==> src/core/isam_pkg.sv <==
/*
 * Package for the two-wire status flag and address mask block.
 * Register offsets, bit positions, reset values and shared types.
 * Assumes a 16-bit register port with word offsets.
 */
package isam_pkg;

	localparam int ISAM_AW = 4;
	localparam logic [3:0] OFF_STATUS   = 4'h0;
	localparam logic [3:0] OFF_MASK     = 4'h1;
	localparam logic [3:0] OFF_RXHOLD   = 4'h2;
	localparam logic [3:0] OFF_TXHOLD   = 4'h3;
	localparam logic [3:0] OFF_SLVADDR  = 4'h4;
	localparam logic [3:0] OFF_IRQSTAT  = 4'h5;
	localparam logic [3:0] OFF_IRQMASK  = 4'h6;

	localparam int BIT_TXFULL   = 0;
	localparam int BIT_RXFULL   = 1;
	localparam int BIT_DIR      = 2;
	localparam int BIT_START    = 3;
	localparam int BIT_STOP     = 4;
	localparam int BIT_DATA     = 5;
	localparam int BIT_RXOVF    = 6;
	localparam int BIT_WCOL     = 7;
	localparam int BIT_TENBIT   = 8;
	localparam int BIT_GCALL    = 9;
	localparam int BIT_BUSCOL   = 10;

	localparam logic [15:0] RST_STATUS  = 16'h0000;
	localparam logic [15:0] RST_MASK    = 16'h0000;
	localparam logic [15:0] MASK_IMPL   = 16'h03FF;
	localparam logic [9:0]  RST_SLVADDR = 10'h000;
	localparam logic [7:0]  GCALL_ADDR  = 8'h00;
	localparam logic [4:0]  TENBIT_HDR  = 5'h1E;
	localparam logic [3:0]  BIT_COUNT_LAST = 4'h8;

	// interrupt status layout
	localparam int EV_START  = 0;
	localparam int EV_STOP   = 1;
	localparam int EV_RXBYTE = 2;
	localparam int EV_BUSCOL = 3;
	localparam int EV_TXDONE = 4;
	localparam int EV_ERR    = 5;
	localparam int EV_W      = 6;

	typedef struct packed
	{
		logic       wrStb;
		logic       rdStb;
		logic [3:0] addr;
		logic [15:0] wdata;
	} isam_bus_t;

	typedef struct packed
	{
		logic startDet;
		logic stopDet;
		logic sclRise;
		logic sclFall;
		logic sdaLevel;
		logic sclLevel;
	} isam_cond_t;

	typedef enum logic [2:0]
	{
		SL_IDLE,
		SL_ADDR1,
		SL_ADDR2,
		SL_ACK,
		SL_DATA,
		SL_SKIP
	} isam_slv_t;

	function automatic logic addrMatch(input logic [9:0] rxa,
		input logic [9:0] own, input logic [9:0] msk);
		return ((rxa ^ own) & ~msk) == 10'h000;
	endfunction

endpackage

==> src/core/isam_top.sv <==
/*
 * Status flags, address mask and slave address recogniser of a
 * two-wire bus controller, with a register port and one interrupt.
 * Assumes the shift engine reports master collision and transmit done as
 * one-cycle pulses on clk_sys, busy as a level, and that pins are async.
 */
`timescale 1ns/10ps
module isam_top
	import isam_pkg::*;
(
	input  wire logic        clk_sys,
	input  wire logic        srst,
	input  wire logic [3:0]  regAddr,
	input  wire logic [15:0] regWdata,
	input  wire logic        regWr,
	input  wire logic        regRd,
	output logic      [15:0] regRdata,
	input  wire logic        sclPin,
	input  wire logic        sdaPin,
	input  wire logic        masterCollision,
	input  wire logic        txDone,
	input  wire logic        txBusy,
	output logic      [7:0]  txByte,
	output logic             txStart,
	output logic             addrHit,
	output logic             irq
);
	typedef struct packed
	{
		logic [15:0]   status;
		logic [9:0]    mask;
		logic [9:0]    ownAddr;
		logic          ten;
		logic [7:0]    rxHold;
		logic [7:0]    txHold;
		logic [15:0]   rdata;
		logic          txStart;
		logic          hit;
		isam_slv_t     slv;
		logic [3:0]    bitCnt;
		logic [7:0]    shift;
		logic [7:0]    firstByte;
		logic          phase2;
		logic [EV_W-1:0] evStat;
		logic [EV_W-1:0] evMask;
		logic          irq;
	} isam_st_t;

	isam_st_t st_reg;
	isam_st_t st_next;

	logic [1:0] pinSync;
	isam_cond_t cond;
	isam_bus_t  bus;

	isam_sync #(.W(2)) uSync
	(
		.clk_sys (clk_sys),
		.srst    (srst),
		.din     ({sclPin, sdaPin}),
		.dout    (pinSync)
	);

	isam_cond uCond
	(
		.clk_sys (clk_sys),
		.srst    (srst),
		.sclIn   (pinSync[1]),
		.sdaIn   (pinSync[0]),
		.cond    (cond)
	);

	always_comb
	begin
		bus.wrStb = regWr;
		bus.rdStb = regRd;
		bus.addr  = regAddr;
		bus.wdata = regWdata;
	end

	// current byte with the sampled bit appended
	logic [7:0] byteNow;
	logic [9:0] rxAddr;
	logic       byteEnd;
	logic       addrOk;
	logic       gcOk;
	logic       ovfSet;
	logic [EV_W-1:0] ev;

	always_comb
	begin
		byteNow = {st_reg.shift[6:0], cond.sdaLevel};
		byteEnd = cond.sclRise && st_reg.bitCnt == BIT_COUNT_LAST - 4'h1;
		rxAddr  = st_reg.ten ? {st_reg.firstByte[2:1], byteNow}
			: {3'b000, byteNow[7:1]};
		addrOk  = addrMatch(rxAddr, st_reg.ownAddr, st_reg.mask);
		gcOk    = !st_reg.ten && byteNow == GCALL_ADDR;
		// a byte landing on a full holding register
		ovfSet  = byteEnd && st_reg.slv == SL_DATA
			&& !st_reg.status[BIT_DIR] && st_reg.status[BIT_RXFULL];
	end

	always_comb
	begin
		st_next = st_reg;
		st_next.txStart = 1'b0;
		st_next.rdata   = 16'h0000;
		ev = '0;

		// bit clock and byte framing for the address recogniser
		// the ninth clock carries acknowledge and only rewinds the count
		if (cond.sclRise && st_reg.slv != SL_IDLE)
		begin
			if (st_reg.bitCnt == BIT_COUNT_LAST)
				st_next.bitCnt = 4'h0;
			else
			begin
				st_next.shift  = byteNow;
				st_next.bitCnt = st_reg.bitCnt + 4'h1;
			end
		end

		if (byteEnd)
		begin
			case (st_reg.slv)
			SL_ADDR1:
			begin
				st_next.firstByte = byteNow;
				if (st_reg.ten && byteNow[7:3] == TENBIT_HDR)
				begin
					if (st_reg.phase2 && byteNow[0])
					begin
						st_next.status[BIT_DIR] = 1'b1;
						st_next.status[BIT_DATA] = 1'b0;
						st_next.hit = 1'b1;
						st_next.slv = SL_DATA;
					end
					else
						st_next.slv = SL_ADDR2;
				end
				else if (!st_reg.ten && (addrOk || gcOk))
				begin
					st_next.status[BIT_DIR]  = byteNow[0];
					st_next.status[BIT_DATA] = 1'b0;
					st_next.status[BIT_GCALL] = gcOk;
					st_next.hit = 1'b1;
					st_next.slv = SL_DATA;
				end
				else
					st_next.slv = SL_SKIP;
			end
			SL_ADDR2:
			begin
				if (addrOk)
				begin
					st_next.status[BIT_TENBIT] = 1'b1;
					st_next.status[BIT_DIR]  = 1'b0;
					st_next.status[BIT_DATA] = 1'b0;
					st_next.hit    = 1'b1;
					st_next.phase2 = 1'b1;
					st_next.slv    = SL_DATA;
				end
				else
					st_next.slv = SL_SKIP;
			end
			SL_DATA:
			begin
				// slave write data lands in the holding register unless it is still full
				if (!st_reg.status[BIT_DIR])
				begin
					st_next.status[BIT_DATA] = 1'b1;
					if (st_reg.status[BIT_RXFULL])
						st_next.status[BIT_RXOVF] = 1'b1;
					else
					begin
						st_next.rxHold = byteNow;
						st_next.status[BIT_RXFULL] = 1'b1;
						ev[EV_RXBYTE] = 1'b1;
					end
				end
			end
			default:
			begin
			end
			endcase
		end

		if (cond.startDet)
		begin
			st_next.status[BIT_START] = 1'b1;
			st_next.status[BIT_STOP]  = 1'b0;
			st_next.slv    = SL_ADDR1;
			st_next.bitCnt = 4'h0;
			st_next.hit    = 1'b0;
			ev[EV_START]   = 1'b1;
		end
		if (cond.stopDet)
		begin
			st_next.status[BIT_STOP]   = 1'b1;
			st_next.status[BIT_START]  = 1'b0;
			st_next.status[BIT_GCALL]  = 1'b0;
			st_next.status[BIT_TENBIT] = 1'b0;
			st_next.slv    = SL_IDLE;
			st_next.hit    = 1'b0;
			st_next.phase2 = 1'b0;
			ev[EV_STOP]    = 1'b1;
		end

		if (txDone)
		begin
			st_next.status[BIT_TXFULL] = 1'b0;
			ev[EV_TXDONE] = 1'b1;
		end

		// register reads
		if (bus.rdStb)
		begin
			case (bus.addr)
			OFF_STATUS:  st_next.rdata = st_reg.status;
			OFF_MASK:    st_next.rdata = {6'h00, st_reg.mask};
			OFF_RXHOLD:
			begin
				st_next.rdata = {8'h00, st_reg.rxHold};
				if (!ev[EV_RXBYTE])
					st_next.status[BIT_RXFULL] = 1'b0;
			end
			OFF_TXHOLD:  st_next.rdata = {8'h00, st_reg.txHold};
			OFF_SLVADDR: st_next.rdata = {5'h00, st_reg.ten, st_reg.ownAddr};
			OFF_IRQSTAT: st_next.rdata = {10'h000, st_reg.evStat};
			OFF_IRQMASK: st_next.rdata = {10'h000, st_reg.evMask};
			default:     st_next.rdata = 16'h0000;
			endcase
		end

		// register writes; software clears lose to a same-cycle set
		if (bus.wrStb)
		begin
			case (bus.addr)
			OFF_STATUS:
			begin
				if (bus.wdata[BIT_BUSCOL] && !masterCollision)
					st_next.status[BIT_BUSCOL] = 1'b0;
				if (bus.wdata[BIT_RXOVF] && !ovfSet)
					st_next.status[BIT_RXOVF] = 1'b0;
				if (bus.wdata[BIT_WCOL])
					st_next.status[BIT_WCOL] = 1'b0;
			end
			OFF_MASK:    st_next.mask = bus.wdata[9:0] & MASK_IMPL[9:0];
			OFF_TXHOLD:
			begin
				if (txBusy || st_reg.status[BIT_TXFULL])
					st_next.status[BIT_WCOL] = 1'b1;
				else
				begin
					st_next.txHold  = bus.wdata[7:0];
					st_next.status[BIT_TXFULL] = 1'b1;
					st_next.txStart = 1'b1;
				end
			end
			OFF_SLVADDR:
			begin
				st_next.ownAddr = bus.wdata[9:0];
				st_next.ten     = bus.wdata[10];
			end
			OFF_IRQSTAT: st_next.evStat = st_reg.evStat & ~bus.wdata[EV_W-1:0];
			OFF_IRQMASK: st_next.evMask = bus.wdata[EV_W-1:0];
			default:
			begin
			end
			endcase
		end

		if (masterCollision)
		begin
			st_next.status[BIT_BUSCOL] = 1'b1;
			ev[EV_BUSCOL] = 1'b1;
		end
		ev[EV_ERR] = st_next.status[BIT_RXOVF] & ~st_reg.status[BIT_RXOVF]
			| st_next.status[BIT_WCOL] & ~st_reg.status[BIT_WCOL];

		// sticky events win over the write-one clear
		st_next.evStat = st_next.evStat | ev;
		st_next.irq = |(st_next.evStat & st_next.evMask);
	end

	always_ff @(posedge clk_sys)
	begin
		if (srst)
		begin
			st_reg <= '0;
			st_reg.status  <= RST_STATUS;
			st_reg.mask    <= RST_MASK[9:0];
			st_reg.ownAddr <= RST_SLVADDR;
			st_reg.slv     <= SL_IDLE;
		end
		else
			st_reg <= st_next;
	end

	assign regRdata = st_reg.rdata;
	assign txByte   = st_reg.txHold;
	assign txStart  = st_reg.txStart;
	assign addrHit  = st_reg.hit;
	assign irq      = st_reg.irq;
endmodule

==> src/core/isam_sync.sv <==
/*
 * Two-flop synchroniser for the bus pins.
 * Assumes pin inputs are asynchronous to clk_sys.
 */
`timescale 1ns/10ps
module isam_sync
	import isam_pkg::*;
#(
	parameter int W = 2
)
(
	input  wire logic         clk_sys,
	input  wire logic         srst,
	input  wire logic [W-1:0] din,
	output logic      [W-1:0] dout
);
	typedef struct packed
	{
		logic [W-1:0] s1;
		logic [W-1:0] s2;
	} isam_syn_t;

	isam_syn_t st_reg;
	isam_syn_t st_next;

	always_comb
	begin
		st_next.s1 = din;
		st_next.s2 = st_reg.s1;
	end

	always_ff @(posedge clk_sys)
	begin
		// idle bus is high
		if (srst)
			st_reg <= '1;
		else
			st_reg <= st_next;
	end

	assign dout = st_reg.s2;
endmodule

==> src/core/isam_cond.sv <==
/*
 * Start, Stop and clock edge detector on synchronised pin levels.
 * Assumes inputs already pass two flops in clk_sys.
 */
`timescale 1ns/10ps
module isam_cond
	import isam_pkg::*;
(
	input  wire logic clk_sys,
	input  wire logic srst,
	input  wire logic sclIn,
	input  wire logic sdaIn,
	output isam_cond_t cond
);
	typedef struct packed
	{
		logic sclD;
		logic sdaD;
	} isam_cd_t;

	isam_cd_t st_reg;
	isam_cd_t st_next;

	always_comb
	begin
		st_next.sclD = sclIn;
		st_next.sdaD = sdaIn;
	end

	always_ff @(posedge clk_sys)
	begin
		if (srst)
			st_reg <= '1;
		else
			st_reg <= st_next;
	end

	always_comb
	begin
		cond.sclLevel = sclIn;
		cond.sdaLevel = sdaIn;
		cond.sclRise  = sclIn & ~st_reg.sclD;
		cond.sclFall  = ~sclIn & st_reg.sclD;
		// data moving while clock is high marks a bus condition
		cond.startDet = sclIn & st_reg.sclD & st_reg.sdaD & ~sdaIn;
		cond.stopDet  = sclIn & st_reg.sclD & ~st_reg.sdaD & sdaIn;
	end
endmodule

==> config.mk <==
export PLATFORM = sky130hd
export DESIGN_NAME = isam_top
export DESIGN_NICKNAME = d
export VERILOG_FILES = /design/src/core/isam_pkg.sv /design/src/core/isam_top.sv /design/src/core/isam_sync.sv /design/src/core/isam_cond.sv
export SDC_FILE = /design/constraint.sdc
export NUM_CORES = 1
export LEC_CHECK = 0
export BUFFER_PORTS_ARGS = -buffer_cell sky130_fd_sc_hd__buf_2
export CAP_MARGIN = 40
export CORE_ASPECT_RATIO = 1.4
export CORE_MARGIN = 3
export CORE_UTILIZATION = 52
export CTS_CLUSTER_DIAMETER = 80
export DETAILED_ROUTE_END_ITERATION = 10
export GPL_TIMING_DRIVEN = 0
export PLACE_DENSITY = 0.71
export REMOVE_ABC_BUFFERS = 1
export SYNTH_ARGS = -nofsm -noshare
export SYNTH_HDL_FRONTEND = slang
export SYNTH_SLANG_ARGS = --single-unit
==> constraint.sdc <==
create_clock -name clk_sys -period 1.8 [get_ports clk_sys]
set_input_delay 0.09 -clock clk_sys [delete_from_list [all_inputs] [get_ports clk_sys]]
set_output_delay 0.09 -clock clk_sys [all_outputs]
set_load 0.01 [all_outputs]
==> metrics.cfg, run 1 <==
[status]
outcome=complete, but fails checks
violations=setup timing

[synthesis]
synth-seq-cells=96
synth_top_area_cell=dfxtp_1
ys_seq_area_share_pct=42.23
ys.flop_type=dfxtp_1
syn_area_per_cell_um2=8.651
synth_top_area_share_pct=42.23
synth.area.top_cells=dfxtp_1 (42%), mux2i_1 (9.2%), nor2_1 (5.4%), a21oi_1 (5.1%), nand3_1 (4.5%)
yosysMostFrequentCell=dfxtp_1
syn-instance-count=526
synth_edf_count=0
synthesis.area_um2=4551
synth_warnings=0
yosysUniqueCellTypes=58
synthTopCellsByCount=dfxtp_1 (96), nor2_1 (65), a21oi_1 (46)
async_flop_share_pct=0

[power_and_ir_drop]
ir_worst_vdd_v=0.0006883
p_leak_nw=1.972
p_per_area_nw_per_um2=814.2

[clock_network]
numCtsBuffers=9
clk_latency_ns=0.35
cts.sinks=96
cts_max_level=3
clk_path_buf_depth=2
cts_tree=yes
clkTransAtPathRegs_ns=0.07
root_buffer=clkbuf_16

[floorplan]
initial_core_util_pct=54.54
row_count=39
die_height_um=116.7
core-area_um2=8344
dieArea_um2=9925
io_pins=56
die_x_um=85.06

[sta]
fmax_mhz=518.1
finalSetupViolations=10
finalCritPeriodShare_pct=107.2
layout_min_cycle_time_ns=1.930
maxSlewViolCount=0
worst_pin_slew_ns=0.6663
worst_clock_skew_ns=0.006636
final.setup.worst_slack_ns=-0.1303
hold_viol=0
slew_headroom_pct=55.46
rsz0062_at_grt=true

[critical_path]
path_cells=or4_4 -> nor4_4 -> o31a_2 -> a41oi_4 -> or3_1 -> a21oi_1
worst_setup_path_start_kind=flop
worstPathMaxFanout=7
r2r_cells=6
cp_data_arrival_time_ns=2.20
cp-end-kind=flop
cpPeakStageDelay_ns=0.54
r2r_start=byteNow[4]$_SDFFE_PP0P_
cpMaxStageDelayCell=or4_4
r2r_setup_slack_ns=-0.13
cp.required_ns=2.07
crit_type=flop to flop
r2r-end=st_reg[94]$_SDFFE_PP0P_

[detailed_routing]
drt-wirelength-per-cell_um=18.62
totalWireLength_um=12400
met2_length_um=6366
dr_total_vias=4003
drcViolationCount=0
viasPerCell=6.011
highest_layer=met4
m1WireLength_um=4837
wl_met3_um=694
ant_nets=0
drtIter0Drc=348
firstDrtPassIters=5

[global_route]
antenna_found_initial=0
globalRoute.totalOverflow=0
grt_pass1_vias=3808
grtUsageTotal_pct=25.18
grt_start_max_net_pins=46
grt_pass1_wl_um=19290

[layout]
largest_register_ffs=61
nets=590
fin_area_um2=5331
num_antenna_cells=0
drive_gt1_share_pct=24.11
area_growth_pct=17.16

[worst_hold_path]
worstHoldStart=regWdata[9]
hold_path.class=primary input to flop
hold_path_end=st_reg[81]$_SDFFE_PP0P_
min_path_cells=3

[place]
dp_hpwl_um=7934
place_ws_ns=-0.8501
placed_area_um2=4646
port_buffers=45
gp_congestion=0.9401

[flow_run]
cap_viol_max_count=0

[repair_timing]
action / in CTS / in global routing
hold buffers: 4 / 1
endpoints found under the setup margin: 46 / 27
gates resized for setup: 34 / 8
endpoints found under the hold margin: 4 / 1
buffers inserted: 19 / 3
pin swaps: 5 / 6
[worst max path at each step]
stage / startpoint / end
after floorplan: st_reg[35]$_SDFFE_PP0P_ / irq$_SDFF_PP0_
after global placement: st_reg[35]$_SDFFE_PP0P_ / irq$_SDFF_PP0_
after detailed placement: regAddr[0] / st_reg[84]$_SDFFE_PP0P_
after CTS: regAddr[1] / irq$_SDFF_PP0_
after global routing: st_reg[71]$_SDFFE_PP0P_ / st_reg[101]$_SDFFE_PP0P_
final: byteNow[4]$_SDFFE_PP0P_ / st_reg[94]$_SDFFE_PP0P_
[kinds of logic after synthesis]
kind of cell | share of synthesized area [%]
simple gates | 21.83
fa+ha+maj | 0.5498
xor+xnor | 1.540
other cells | 0.08241
compound gates | 14.55
buf+inv | 7.754
flops | 42.23
mux | 11.47
[cells in the final DEF, fill, tap and decap left out, drive strengths merged, types with 3 or more instances in the layout]
cell type	n
a22oi	8
a32oi	3
conb	5
mux2	7
mux2i	42
nor3b	3
buf	70
nor4	4
inv	8
clkinv	3
nand4b	3
or2	8
or3	6
a31oi	8
o21ai	9
clkbuf	11
a222oi	3
nand3	41
dfxtp	96
nor2	65
xor2	8
a21oi	46
nand3b	4
and2	4
nor3	8
nor2b	4
o22ai	4
nand2	40
nand2b	6
dlygate4sd3	5
[where the power goes]
| group | leakage [nW] | switching (W) | internal (W) |
|---|---|---|---|
| sequential | 0.782 | 0.0000205 | 0.00215 |
| clock | 0.138 | 0.000816 | 0.00107 |
| combinational | 1.05 | 0.000186 | 0.000104 |
[metal layers]
| metal | GRT usage, % | up-vias |
|---|---|---|
| li1 | - | 1899 |
| met1 | 27.82 | 1919 |
| met2 | 45.28 | 152 |
| met3 | 5.152 | 33 |
| met4 | 13.09 | 0 |
| met5 | 0 | - |
[per-stage QoR]
stage          util [%]  hold WS (ns)  cells  setup TNS, ns  total power (W)
6_report          63.89      0.005789    666        -0.6412         0.004341
5_1_grt           63.89      0.009809    666         -1.717         0.004473
4_1_cts           62.95      0.001057    662        -0.3435         0.004352
3_5_place_dp      55.68        0.2773    623         -23.96         0.002468
3_3_place_gp      55.08        0.2722    619         -46.40         0.002457
2_1_floorplan         -        0.1591    472         -9.491         0.002326
[cell type report]
class / instances / area, um^2
flip-flops and latches: 96 / 1944
clock inverters: 6 / 60.06
multi-input cells: 368 / 2399
fillers: 710 / 3013
well taps: 102 / 127.6
inverters: 8 / 30.03
repair buffers: 76 / 541.8
clock buffers: 10 / 229.0
[worst max-delay path, delay by kind of cell, from the launching register on]
kind,cells,cell delay (ns)
simple gates,3,1.08
flops,1,0.37
compound gates,3,0.40
Power figures use the tool's default switching activity.
==> run 2, diff against run 1 <==
CELL_PAD_IN_SITES_DETAIL_PLACEMENT = 0   (was unset)
CELL_PAD_IN_SITES_GLOBAL_PLACEMENT = 1   (was unset)
CORE_UTILIZATION = 39   (was 52)
CTS_BUF_LIST = sky130_fd_sc_hd__clkbuf_16   (was unset)
==> run 2 against run 1 <==
Compared with the run above:
- the run still ends with setup timing left
- core utilization shrank 16 points
- cell count grew 4.7%
- clock-buffer cell count shrank 1
- sequential share of layout area is 0.48 points lower
- flip-flop and latch count stayed put
- die area is 31% higher
- register-to-register slack lost 0.05 ns
- clock power rose by 13%
- critical endpoint unchanged
- largest cell class unchanged
==> metrics.cfg, run 2 (synthesized netlist as in run 1, its figures left out) <==
[layout]
final_cell_mix=dfxtp_1 (86), nor2_1 (63), a21oi_1 (45), buf_2 (44)
layout.cells.non_filler=697  ; +4.7%
drive_gt1_share_pct=24.41  ; +0.30 points
area_growth_pct=18.56
nets=580  ; -1.7%
num_antenna_cells=0  ; unchanged
largest_register_ffs=61  ; unchanged
layout_commonest_cell=dfxtp_1

[critical_path]
r2r_start=st_reg[71]$_SDFFE_PP0P_
crit_cells=6  ; unchanged
r2r-end=st_reg[94]$_SDFFE_PP0P_
cpPeakStageDelay_ns=0.42  ; -0.12 ns
worst_setup_path_start_kind=flop
r2r_cells=6  ; unchanged
endpoint=st_reg[94]$_SDFFE_PP0P_
worstPathMaxFanout=4  ; -3
critPathLaunch=st_reg[71]$_SDFFE_PP0P_
path_cells=mux2i_2 -> mux2i_1 -> o221a_2 -> a41oi_4 -> or3_4 -> a21oi_2
cp.required_ns=2.07  ; about the same
crit_family=compound AO/OA/AOI/OAI gates
crit_type=flop to flop
crit_buf_inv=0  ; unchanged
cpMaxStageDelayCell=dfxtp_4
cp_data_arrival_time_ns=2.25  ; +0.05 ns
cp-end-kind=flop
r2r_setup_slack_ns=-0.18  ; -0.05 ns

[global_route]
grt_start_max_net_pins=44  ; -4.3%
grt_pass1_vias=3733  ; -2.0%
grt_pass1_wl_um=20160  ; +4.5%
grtUsageTotal_pct=19.68  ; -5.5 points
globalRoute.totalOverflow=0  ; unchanged
antenna_found_initial=0  ; unchanged

[status]
outcome=complete, but fails checks
violations=setup timing

[power_and_ir_drop]
ir_worst_vdd_v=0.0004586  ; -33%
p_leak_nw=1.960  ; -0.61%
p_per_area_nw_per_um2=851.3  ; +4.6%

[sta]
maxSlewViolCount=0  ; unchanged
finalCritPeriodShare_pct=109.8  ; +2.6 points
layout_min_cycle_time_ns=1.977  ; +0.04626 ns
slew_headroom_pct=46.95  ; -8.5 points
worst_clock_skew_ns=0.007100  ; +0.0004633 ns
fmax_mhz=505.9  ; -2.3%
worst_pin_slew_ns=0.7958  ; +0.1295 ns
finalSetupViolations=6  ; -4
hold_slack_ns=0.01107  ; +0.005282 ns
final.setup.worst_slack_ns=-0.1765  ; -0.04626 ns
finalSetupTns_ns=-0.7987  ; -0.1575 ns
rsz0062_at_grt=true
hold_viol=0  ; unchanged

[place]
gp_congestion=0.8384  ; -11%
dp_hpwl_um=8732  ; +10%
dp_cells=667  ; +7.1%
place_ws_ns=-0.8161  ; +0.03401 ns
port_buffers=45  ; unchanged

[clock_network]
clk_latency_ns=0.34  ; about the same
numCtsBuffers=9  ; unchanged
cts_max_level=3  ; unchanged
clk_path_buf_depth=2  ; unchanged
cts_tree=yes
clkTransAtPathRegs_ns=0.07  ; about the same
root_buffer=clkbuf_16
cts.sinks=96  ; unchanged

[detailed_routing]
viasPerCell=5.499  ; -8.5%
ant_nets=0  ; unchanged
dr_total_vias=3833  ; -4.2%
totalWireLength_um=12760  ; +2.9%
drcViolationCount=0  ; unchanged
firstDrtPassIters=5  ; unchanged
drtIter0Drc=262  ; -25%
drt-wirelength-per-cell_um=18.31  ; -1.7%

[floorplan]
io_pins=56  ; unchanged
dieArea_um2=13020  ; +31%
die_height_um=133.8  ; +15%
core-area_um2=11340  ; +36%
row_count=46  ; +18%
die_x_um=97.30  ; +14%
initial_core_util_pct=40.13  ; -14 points

[flow_run]
cap_viol_max_count=0  ; unchanged

[worst_hold_path]
hold_path.class=primary input to flop

run 2: timing repair:
item	4_1_cts	5_1_grt
hold buffers	2	0
gates cloned	0	1
endpoints found under the hold margin	2	0
resized for setup	32	19
endpoints found under the setup margin	43	44
buffers inserted	13	0
pin swaps	9	9
run 2: area by class of cell:
type / count / area, um^2
repair buffers: 66 / 456.7
clock inverters: 6 / 101.3
inverters: 8 / 30.03
multi-input cells: 368 / 2460
well taps: 144 / 180.2
fillers: 1114 / 5943
clock buffers: 9 / 225.2
flip-flops and latches: 96 / 1942
run 2: worst min path at each step:
| stage | start | endpoint | slack [ns] | depth (start not counted) |
|---|---|---|---|---|
| after floorplan | srst | st_reg[15]$_SDFFE_PP0P_ | 0.16 | 1 |
| after global placement | sdaPin | uSync.st_next[0]$_SDFF_PP1_ | 0.28 | 2 |
| after detailed placement | sdaPin | uSync.st_next[0]$_SDFF_PP1_ | 0.28 | 2 |
| after CTS | regWdata[10] | st_reg[71]$_SDFFE_PP0P_ | 0.005 | 3 |
| after global routing | regWdata[9] | st_reg[81]$_SDFFE_PP0P_ | 0.02 | 3 |
| final | masterCollision | st_reg[102]$_SDFFE_PP0P_ | 0.01 | 3 |
run 2: where the power goes:
group          total, W  switching, W  leakage (nW)  internal, W
Combinational  0.000289      0.000190          1.01    0.0000993
Clock           0.00214      0.000801         0.166      0.00134
Sequential      0.00217     0.0000206         0.781      0.00215
Total           0.00459       0.00101          1.96      0.00358
run 2: worst register-to-register path, delay by kind of cell (launching register included):
kind / cells / cell delay [ns]
AOI/OAI and AO/OA: 3 / 0.58
muxes: 2 / 0.55
DFF: 1 / 0.42
and+or+nand+nor: 1 / 0.36
run 2: routing by layer:
| layer | GRT usage (%) | vias up | wire, um |
|---|---|---|---|
| met3 | 3.382 | 17 | 524 |
| met4 | 7.236 | 0 | 235 |
| met5 | 0 | - | 0 |
| met2 | 34.25 | 98 | 6560 |
| met1 | 24.45 | 1847 | 5441 |
| li1 | - | 1871 | - |
run 2: stage by stage:
stage	total power, W	instance area (um^2)	utilization (%)
finish	0.004593	5395	47.58
global route	0.004764	5395	47.58
detailed placement	0.002477	4716	41.59
global placement	0.002468	4648	41.00
CTS	0.004619	5284	46.60
floorplan	0.002326	4243	-
